## config.mk

```make
export PLATFORM = sky130hd
export DESIGN_NAME = port_error_interrupt_status
export DESIGN_NICKNAME = d
export VERILOG_FILES = /design/src/rtl/port_err_pkg.sv /design/src/rtl/port_error_interrupt_status.sv
export SDC_FILE = /design/constraint.sdc
export NUM_CORES = 1
export LEC_CHECK = 0
export BUFFER_PORTS_ARGS = -buffer_cell sky130_fd_sc_hd__buf_4
export CAP_MARGIN = 20
export CORE_ASPECT_RATIO = 1.25
export CORE_MARGIN = 1.5
export CORE_UTILIZATION = 30
export CTS_BUF_LIST = sky130_fd_sc_hd__clkbuf_4
export DETAILED_ROUTE_END_ITERATION = 6
export PLACE_DENSITY = 0.5
export SLEW_MARGIN = 20
export SYNTH_ARGS = -nofsm -noshare
export SYNTH_HDL_FRONTEND = slang
export SYNTH_SLANG_ARGS = --single-unit
```

## constraint.sdc

```tcl
create_clock -name clk -period 4.75 [get_ports clk]
set_input_delay 0.2375 -clock clk [delete_from_list [all_inputs] [get_ports clk]]
set_output_delay 0.2375 -clock clk [all_outputs]
set_load 0.01 [all_outputs]
```

## src/rtl/port_err_pkg.sv

```systemverilog
// Constants for the per-port interrupt and error status block.
package port_err_pkg;

    // Register byte offsets on the Avalon-MM slave.
    localparam logic [4:0] OFF_STATUS  = 5'h00;
    localparam logic [4:0] OFF_FORCE   = 5'h04;
    localparam logic [4:0] OFF_ENABLE  = 5'h08;
    localparam logic [4:0] OFF_THRESH  = 5'h0c;
    localparam logic [4:0] OFF_COUNT   = 5'h10;

    // Status bits live in the top byte; index i is register bit 24 + i.
    localparam int FLAG_BASE = 24;
    localparam int FLAG_W    = 8;
    localparam int F_ILLEGAL = 0;
    localparam int F_SUMMARY = 1;
    localparam int F_RETRY   = 2;
    localparam int F_OUTBND  = 3;
    localparam int F_INBND   = 4;
    localparam int F_REORDER = 5;
    localparam int F_RSVD    = 6;
    localparam int F_TIMEOUT = 7;

    // Flags that hardware may set and software may clear.
    localparam logic [7:0] FLAG_RW_MASK = 8'hbd;
    // Flags that feed the summary error flag.
    localparam logic [7:0] ERROR_MASK   = 8'hbd;
    // Flags also cleared when the error detect register is emptied.
    localparam logic [7:0] DETECT_MASK  = 8'h84;

    // Enable register: bits 24..29 and 31 gate interrupts, bit 0 the retry
    // port-write.
    localparam int EN_RETRY_PW = 0;
    localparam logic [31:0] ENABLE_MASK = 32'hbf000001;

    // Counter slots, eight bits each in the threshold and count registers.
    localparam int CNT_W      = 8;
    localparam int NCNT       = 4;
    localparam int C_RETRY    = 0;
    localparam int C_OUTBND   = 1;
    localparam int C_INBND    = 2;
    localparam int C_REORDER  = 3;
    localparam logic [7:0] CNT_ZERO = 8'h00;
    localparam logic [7:0] CNT_ONE  = 8'h01;
    localparam logic [7:0] CNT_MAX  = 8'hff;

    localparam logic [31:0] RESET_WORD = 32'h00000000;

endpackage

```

## src/rtl/port_error_interrupt_status.sv

```systemverilog
// Per-port interrupt and error status flags with an Avalon-MM slave.
`timescale 1ns/1ps

// Summary of operation
// - Reserved transport type sets illegal flag, except maintenance hop zero.
// - Unmapped destination identifier sets illegal flag.
// - Illegal flag holds until written one.
// - Enabled illegal flag raises port-write and interrupt.
// - Illegal port-write immediate; also report error detect.
// - Summary flag reads while any error remains.
// - Summary flag interrupts only when enabled.
// - Retry count reaching threshold sets retry flag.
// - Retry flag interrupt and port-write each need own enable.
// - Retry flag ignored when threshold is zero.
// - Retry flag clears by write or detect clear.
// - Outbound depth count reaching threshold sets flag.
// - Depth and reorder interrupts need own enable.
// - Writing one clears outbound flag and congestion counter.
// - Inbound depth count reaching threshold sets flag.
// - Writing one clears inbound flag and counter.
// - Reordering count reaching threshold sets flag.
// - Writing one clears reordering flag and counter.
// - Fabric timeout sets flag; write or detect clears.
// - Force register zero bit clears status flag.
module port_error_interrupt_status (
    input  wire logic        clk,
    input  wire logic        resetn,
    // Avalon-MM slave.
    input  wire logic [4:0]  address,
    input  wire logic        read,
    input  wire logic        write,
    input  wire logic [3:0]  byteenable,
    input  wire logic [31:0] writedata,
    output logic      [31:0] readdata,
    output logic             waitrequest,
    // Receive-side packet check, one cycle per received packet.
    input  wire logic        rx_pkt_valid,
    input  wire logic        rx_tt_reserved,
    input  wire logic        rx_maintenance,
    input  wire logic        rx_hop_zero,
    input  wire logic        rx_dest_unmapped,
    // Event pulses: the first four advance the threshold counters; then fabric timeout and detect clear.
    input  wire logic        retry_event,
    input  wire logic        outbound_congest_event,
    input  wire logic        inbound_queue_event,
    input  wire logic        reorder_event,
    input  wire logic        fabric_timeout_event,
    input  wire logic        error_detect_cleared,
    // Results.
    output logic             irq,
    output logic             port_write_req,
    output logic             error_detect_illegal
);

    // ---------------------------------------------------------------
    // Bus slave: one wait cycle on every access, answer on the second
    // edge. The extra cycle lets read data come from a flop.
    // ---------------------------------------------------------------
    logic        ack_q;
    logic        ack_d;
    logic [31:0] readdata_q;
    logic [31:0] readdata_d;

    wire logic        req      = read | write;
    wire logic        take     = req & ack_q;
    wire logic        wr_take  = write & ack_q;
    wire logic [31:0] be_mask  = {{8{byteenable[3]}}, {8{byteenable[2]}},
                                  {8{byteenable[1]}}, {8{byteenable[0]}}};
    wire logic [31:0] wdata_be = writedata & be_mask;

    wire logic sel_status = (address == port_err_pkg::OFF_STATUS);
    wire logic sel_force  = (address == port_err_pkg::OFF_FORCE);
    wire logic sel_enable = (address == port_err_pkg::OFF_ENABLE);
    wire logic sel_thresh = (address == port_err_pkg::OFF_THRESH);
    wire logic sel_count  = (address == port_err_pkg::OFF_COUNT);

    assign ack_d       = req & ~ack_q;
    assign waitrequest = req & ~ack_q;
    assign readdata    = readdata_q;

    // ---------------------------------------------------------------
    // Software registers.
    // ---------------------------------------------------------------
    logic [31:0] enable_q;
    logic [31:0] enable_d;
    logic [31:0] thresh_q;
    logic [31:0] thresh_d;

    assign enable_d = (wr_take & sel_enable)
        ? (((enable_q & ~be_mask) | wdata_be)
           & port_err_pkg::ENABLE_MASK)
        : enable_q;
    assign thresh_d = (wr_take & sel_thresh)
        ? ((thresh_q & ~be_mask) | wdata_be) : thresh_q;

    wire logic [7:0] en_flags = enable_q[port_err_pkg::FLAG_BASE +:
                                         port_err_pkg::FLAG_W];
    wire logic retry_pw_en = enable_q[port_err_pkg::EN_RETRY_PW];

    // Top-byte write data, only when that byte lane is enabled.
    wire logic [7:0] top_wdata = writedata[port_err_pkg::FLAG_BASE +:
                                           port_err_pkg::FLAG_W];
    wire logic       top_lane  = byteenable[3];

    // Write-one-to-clear on the status register.
    wire logic [7:0] w1c = (wr_take & sel_status & top_lane)
        ? top_wdata : 8'h00;
    // Force register: ones set, zeros clear.
    wire logic [7:0] force_set = (wr_take & sel_force & top_lane)
        ? top_wdata : 8'h00;
    wire logic [7:0] force_clr = (wr_take & sel_force & top_lane)
        ? ~top_wdata : 8'h00;
    wire logic [7:0] detect_clr = error_detect_cleared
        ? port_err_pkg::DETECT_MASK : 8'h00;

    // ---------------------------------------------------------------
    // Threshold counters: retry, outbound congestion, inbound queue
    // depth and reordering. Each saturates rather than wraps, so a
    // flag cleared late does not re-fire on a wrapped count.
    // ---------------------------------------------------------------
    localparam int CW = port_err_pkg::CNT_W;
    localparam int NC = port_err_pkg::NCNT;

    logic [CW-1:0] cnt_q [NC];
    logic [CW-1:0] cnt_d [NC];
    logic [NC-1:0] cnt_hit;
    logic [NC-1:0] cnt_clr;

    wire logic [NC-1:0] cnt_inc = {reorder_event, inbound_queue_event,
                                   outbound_congest_event, retry_event};

    // Writing one to a counted flag also empties its counter.
    assign cnt_clr[port_err_pkg::C_RETRY] =
        w1c[port_err_pkg::F_RETRY] | detect_clr[port_err_pkg::F_RETRY];
    assign cnt_clr[port_err_pkg::C_OUTBND] =
        w1c[port_err_pkg::F_OUTBND];
    assign cnt_clr[port_err_pkg::C_INBND] =
        w1c[port_err_pkg::F_INBND];
    assign cnt_clr[port_err_pkg::C_REORDER] =
        w1c[port_err_pkg::F_REORDER];

    for (genvar i = 0; i < NC; i++) begin : g_cnt
        wire logic [CW-1:0] thr = thresh_q[i*CW +: CW];
        wire logic [CW-1:0] nxt = (cnt_q[i] == port_err_pkg::CNT_MAX)
            ? cnt_q[i] : cnt_q[i] + port_err_pkg::CNT_ONE;

        always_comb begin
            if (cnt_clr[i]) begin
                cnt_d[i] = port_err_pkg::CNT_ZERO;
            end else if (cnt_inc[i]) begin
                cnt_d[i] = nxt;
            end else begin
                cnt_d[i] = cnt_q[i];
            end
        end

        // A zero threshold never fires.
        assign cnt_hit[i] = cnt_inc[i] & ~cnt_clr[i]
            & (thr != port_err_pkg::CNT_ZERO)
            & (nxt == thr) & (cnt_q[i] != thr);

        always_ff @(posedge clk or negedge resetn) begin
            if (!resetn) begin
                cnt_q[i] <= port_err_pkg::CNT_ZERO;
            end else begin
                cnt_q[i] <= cnt_d[i];
            end
        end
    end

    // ---------------------------------------------------------------
    // Status flags.
    // ---------------------------------------------------------------
    logic [7:0] flags_q;
    logic [7:0] flags_d;
    logic [7:0] hw_set;

    // Maintenance packets with hop count zero may use the reserved type.
    wire logic illegal_tt = rx_tt_reserved
        & ~(rx_maintenance & rx_hop_zero);
    wire logic illegal_hit = rx_pkt_valid
        & (illegal_tt | rx_dest_unmapped);

    always_comb begin
        hw_set = 8'h00;
        hw_set[port_err_pkg::F_ILLEGAL] = illegal_hit;
        hw_set[port_err_pkg::F_RETRY] =
            cnt_hit[port_err_pkg::C_RETRY];
        hw_set[port_err_pkg::F_OUTBND] =
            cnt_hit[port_err_pkg::C_OUTBND];
        hw_set[port_err_pkg::F_INBND] =
            cnt_hit[port_err_pkg::C_INBND];
        hw_set[port_err_pkg::F_REORDER] =
            cnt_hit[port_err_pkg::C_REORDER];
        hw_set[port_err_pkg::F_TIMEOUT] =
            fabric_timeout_event;
    end

    // Setting wins over a clear arriving in the same cycle, except on the four
    // counted flags, where a counter clear suppresses the hit and the event is lost.
    wire logic [7:0] any_set = (hw_set | force_set)
        & port_err_pkg::FLAG_RW_MASK;
    wire logic [7:0] any_clr = w1c | force_clr
        | detect_clr;

    assign flags_d = (any_set | (flags_q & ~any_clr))
        & port_err_pkg::FLAG_RW_MASK;

    // Summary reads set while any error flag is still standing.
    wire logic summary = |(flags_q
        & port_err_pkg::ERROR_MASK);

    wire logic [7:0] status_view = flags_q
        | (summary ? (8'h01 << port_err_pkg::F_SUMMARY) : 8'h00);

    // ---------------------------------------------------------------
    // Interrupt and port-write generation.
    // ---------------------------------------------------------------
    wire logic [7:0] rising = flags_d & ~flags_q;

    // Each flag interrupts only under its own enable bit.
    wire logic irq_d = |(status_view & en_flags
        & port_err_pkg::FLAG_RW_MASK)
        | (summary & en_flags[port_err_pkg::F_SUMMARY]);

    // Illegal transfers report at once, not through a rate threshold.
    wire logic pw_d =
        (rising[port_err_pkg::F_ILLEGAL]
         & en_flags[port_err_pkg::F_ILLEGAL])
        | (rising[port_err_pkg::F_RETRY] & retry_pw_en);

    wire logic det_d = illegal_hit;

    // ---------------------------------------------------------------
    // Read mux.
    // ---------------------------------------------------------------
    logic [31:0] count_word;
    always_comb begin
        count_word = port_err_pkg::RESET_WORD;
        for (int k = 0; k < NC; k++) begin
            count_word[k*CW +: CW] = cnt_q[k];
        end
    end

    wire logic [31:0] status_word = {status_view, 24'h000000};

    always_comb begin
        if (!(read & ~ack_q)) begin
            readdata_d = readdata_q;
        end else if (sel_status) begin
            readdata_d = status_word;
        end else if (sel_enable) begin
            readdata_d = enable_q;
        end else if (sel_thresh) begin
            readdata_d = thresh_q;
        end else if (sel_count) begin
            readdata_d = count_word;
        end else begin
            // Force register and unmapped addresses read as zero.
            readdata_d = port_err_pkg::RESET_WORD;
        end
    end

    // ---------------------------------------------------------------
    // State.
    // ---------------------------------------------------------------
    always_ff @(posedge clk or negedge resetn) begin
        if (!resetn) begin
            ack_q      <= 1'b0;
            readdata_q <= port_err_pkg::RESET_WORD;
            enable_q   <= port_err_pkg::RESET_WORD;
            thresh_q   <= port_err_pkg::RESET_WORD;
        end else begin
            ack_q      <= ack_d;
            readdata_q <= readdata_d;
            enable_q   <= enable_d;
            thresh_q   <= thresh_d;
        end
    end

    logic irq_q;
    logic pw_q;
    logic det_q;

    always_ff @(posedge clk or negedge resetn) begin
        if (!resetn) begin
            flags_q <= 8'h00;
            irq_q   <= 1'b0;
            pw_q    <= 1'b0;
            det_q   <= 1'b0;
        end else begin
            flags_q <= flags_d;
            irq_q   <= irq_d;
            pw_q    <= pw_d;
            det_q   <= det_d;
        end
    end

    assign irq                  = irq_q;
    assign port_write_req       = pw_q;
    assign error_detect_illegal = det_q;

    // Unused low write data on the status and force registers is
    // deliberately dropped; only the top byte holds flags.

endmodule // port_error_interrupt_status

```

==> summary.md <==
| Metric | Value |
|---|---|
| Cell with the largest stage delay on the worst path | `sky130_fd_sc_hd__dlygate4sd3_1` |
| Fraction of layout cells with a size suffix above 1 | `0.198` |
| Post-DR vias/cell | `5.26` |
| Cell type with the highest occurrence count on the critical path | `sky130_fd_sc_hd__dlygate4sd3_1` |
| Crit Reg-Reg Startpoint | `ack_q$_DFF_PN0_` |
| Synth Warn # | `0` |
| Count of vias placed by the detailed router | `5755` |
| Buffer levels on the longest clock path | `2` |
| Setup repair after global routing missed its margin | `false` |
| Fraction of synthesized cell area taken by the top area cell type | `0.431` |
| Global-route wire length before repair | `30800 microns` |
| Crit path DAT | `3000 ps` |
| Total power per unit cell area | `354 nW/um^2` |
| Share of async-settable or async-resettable flops after synthesis | `1.00` |
| Area of the die | `23000 sq um` |
| Core Box Area | `21500 sq um` |
| Worst-case headroom to the max-slew limit | `0.395` |
| Final Skew | `15.0 ps` |
| Combined area of the multi-input logic cells | `3500 sq um` |
| Worst Setup End Kind | `flop` |
| Final std cell area, no fill | `8050 sq um` |
| Input/output buffers | `91` |
| Fraction of the yosys area taken by sequential cells | `0.431` |
| Critical path's top delay family | `buffers and inverters` |
| Worst Setup Slack, final | `2240 ps` |
| Antenna Nets Post-Route | `0` |
| WP data required | `5240 ps` |
| Number of detailed-route iterations in the first pass | `5` |
| TritonCTS clock tree | `built` |
| Post-synthesis cell type with the largest combined area | `sky130_fd_sc_hd__dfrtp_1` |
| Clock insertion delay at the later pin of the skew report | `550 ps` |
| Leftover overflow at the end of global routing | `0` |
| Fillers | `2214` |
| Layout net count | `862` |
| Area added between synthesis and finish | `21.7%` |
| Leakage | `3.54 nW` |
| Total Negative Setup Slacks | `0 ps` |
| Total global-route track usage | `0.173` |
| Placement Cell Area | `7450 sq um` |
| Total number of placement rows | `60` |
| Worst setup timing slack at the placement stage | `2160 ps` |
| Worst-case register-to-register setup slack | `2240 ps` |
| Outcome | `complete, no violations` |
| Vertical die dimension | `169 microns` |
| Delay of the slowest cell on the worst path | `560 ps` |
| Num CTS Buffers | `17` |
| Cell types with the largest area share after synthesis | `sky130_fd_sc_hd__dfrtp_1 (43%), sky130_fd_sc_hd__mux2_2 (5.4%), sky130_fd_sc_hd__xor2_1 (4.5%)` |
| Hold path startpoint | `read` |
| Worst Max-Slew Pin Slew | `908 ps` |
| Number of synthesized flops with an enable pin | `0` |
| Count of maximum capacitance violations | `0` |
| Final hold slack | `30.5 ps` |
| Antenna violations before repair | `2` |
| Detailed Route WL | `19200 microns` |
| Register bit total from synthesis | `114` |
| Library cell used as clock root buffer | `sky130_fd_sc_hd__clkbuf_4` |
| Worst Hold Class | `in2reg` |
| Htree depth | `4` |
| Synthesized area per cell | `9.45 sq um` |
| Overall die width | `136 microns` |
| Count of pins over their slew limit | `0` |
| Initial detailed-routing violation count | `426` |
| HPWL after detailed placement | `13700 microns` |
| Peak Freq | `398 MHz` |
| Via count of the first global-routing pass | `5401` |
| Final routed DRC violation total | `0` |
| Worst-path cell chain | `nand3_1 -> nor4_2 -> buf_4 -> a21oi_1 -> dlygate4sd3_1 -> o21ai_0 -> dlygate4sd3_1` |
| Pin count of the biggest net entering global routing | `68` |
| Number of nets in the synthesized netlist | `760` |
| Total setup violations reported at the end of the flow | `0` |
| Highest fanout seen on the critical path | `13` |
| Cells after synthesis | `700` |
| Number of different library cells in the post-synthesis netlist | `62` |
| Effective utilization at floorplan | `0.307` |
| Synthesized area | `6620 sq um` |
| Worst voltage drop across the vdd grid | `0.138 mV` |
| Most numerous cell types in the synthesized netlist | `sky130_fd_sc_hd__dfrtp_1 (114), sky130_fd_sc_hd__nand2_1 (69), sky130_fd_sc_hd__nor2_1 (52), sky130_fd_sc_hd__xor2_1 (34)` |
| Gpl congestion | `0.868` |
| Startpoint type of the worst setup path | `flop` |
| Top_reg_cell synth | `sky130_fd_sc_hd__dfrtp_1` |
| Crit Path Class | `reg2reg` |
| Area taken by flip-flops and latches | `2850 sq um` |
| Final worst path period need | `2510 ps` |
| Clock-pin transition on the worst setup and hold timing paths | `100 ps` |
| Start point of the critical path | `ack_q$_DFF_PN0_` |
| Final cycle utilization of the critical path | `0.529` |
| Most numerous cell in the Yosys netlist | `sky130_fd_sc_hd__dfrtp_1` |
| Final Power | `2.85 mW` |
| Sum of buffers and inverters on the critical path | `3` |
| Hold Violations, Final | `0` |
| Top Ports | `92` |
| Num Clock Sinks | `114` |
| Post-detailed-route wirelength per cell | `17.6 microns` |
-- per-layer routing --
layer  wire, microns  vias up  track usage
li1                -     2752            -
met1            8690     2784        0.227
met2            9220      186        0.285
met3             800       33       0.0270
met4             488        0       0.0697
met5               0        -            0
-- timing repair --
| item | 4_1_cts | 5_1_grt |
|---|---|---|
| resized for setup | 0 | 0 |
| hold buffers | 41 | 0 |
| setup buffers | 0 | 0 |
| endpoints found under the hold margin | 115 | 0 |
-- cells by family (layout without fill, tap and decap cells) --
family,count (synthesis),in the layout,synth area share
muxes,50,50,0.0834
xor gates and xnor gates,67,67,0.0887
AOI/OAI and AO/OA,160,160,0.159
other,0,2,0
adders and majority gates,4,4,0.00757
DFF,114,114,0.431
and+or+nand+nor,243,243,0.188
buffers and inverters,62,175,0.0418
-- placed cells by master (no fill, tap or decap), drive strengths merged, types with 33 or more instances in the layout --
cell type      n
o21ai         43
nor2          53
xnor2         33
dlygate4sd3   41
buf           95
mux2          41
dfrtp        114
xor2          34
nand2         69
a22oi         33
-- per-stage QoR --
stage / cells / util
after CTS: 1092 / 0.373
after global routing: 1094 / 0.374
after detailed placement: 1021 / 0.346
after floorplan: 700 / -
after global placement: 1021 / 0.346
final: 1094 / 0.374
-- power by group --
| group | internal, mW | switching, mW | leakage [nW] | total (mW) |
|---|---|---|---|---|
| logic | 0.438 | 0.466 | 1.90 | 0.904 |
| registers | 1.11 | 0.281 | 1.52 | 1.39 |
| clock network | 0.188 | 0.368 | 0.113 | 0.557 |
-- worst reg2reg max path: stages (launching register included) --
cell	delay, ps
sky130_fd_sc_hd__dfrtp_1	500
sky130_fd_sc_hd__nand3_1	210
sky130_fd_sc_hd__nor4_2	240
sky130_fd_sc_hd__buf_4	240
sky130_fd_sc_hd__a21oi_1	90
sky130_fd_sc_hd__dlygate4sd3_1	540
sky130_fd_sc_hd__o21ai_0	70
sky130_fd_sc_hd__dlygate4sd3_1	560
-- path summary, 6_finish.rpt --
kind,end,cells after the start
worst max-delay path,flags_q[7]$_DFF_PN0_,7
worst min-delay path,ack_q$_DFF_PN0_,3
worst max register to register,flags_q[7]$_DFF_PN0_,7
worst min register to register,readdata[29]$_DFFE_PN0P_,1
max in group asynchronous,async pin,3
min in group asynchronous,cnt_q[17]$_DFFE_PN0P_,2
-- cell type report --
| type | instances | share of cell area |
|---|---|---|
| clock buffers | 18 | 0.0168 |
| well taps | 279 | 0.0434 |
| flip-flops and latches | 114 | 0.354 |
| inverters | 9 | 0.00420 |
| multi-input cells | 524 | 0.435 |
| diodes | 2 | 0.000622 |
| clock inverters | 12 | 0.00637 |
| repair buffers | 136 | 0.140 |
Power figures use the tool's default switching activity.
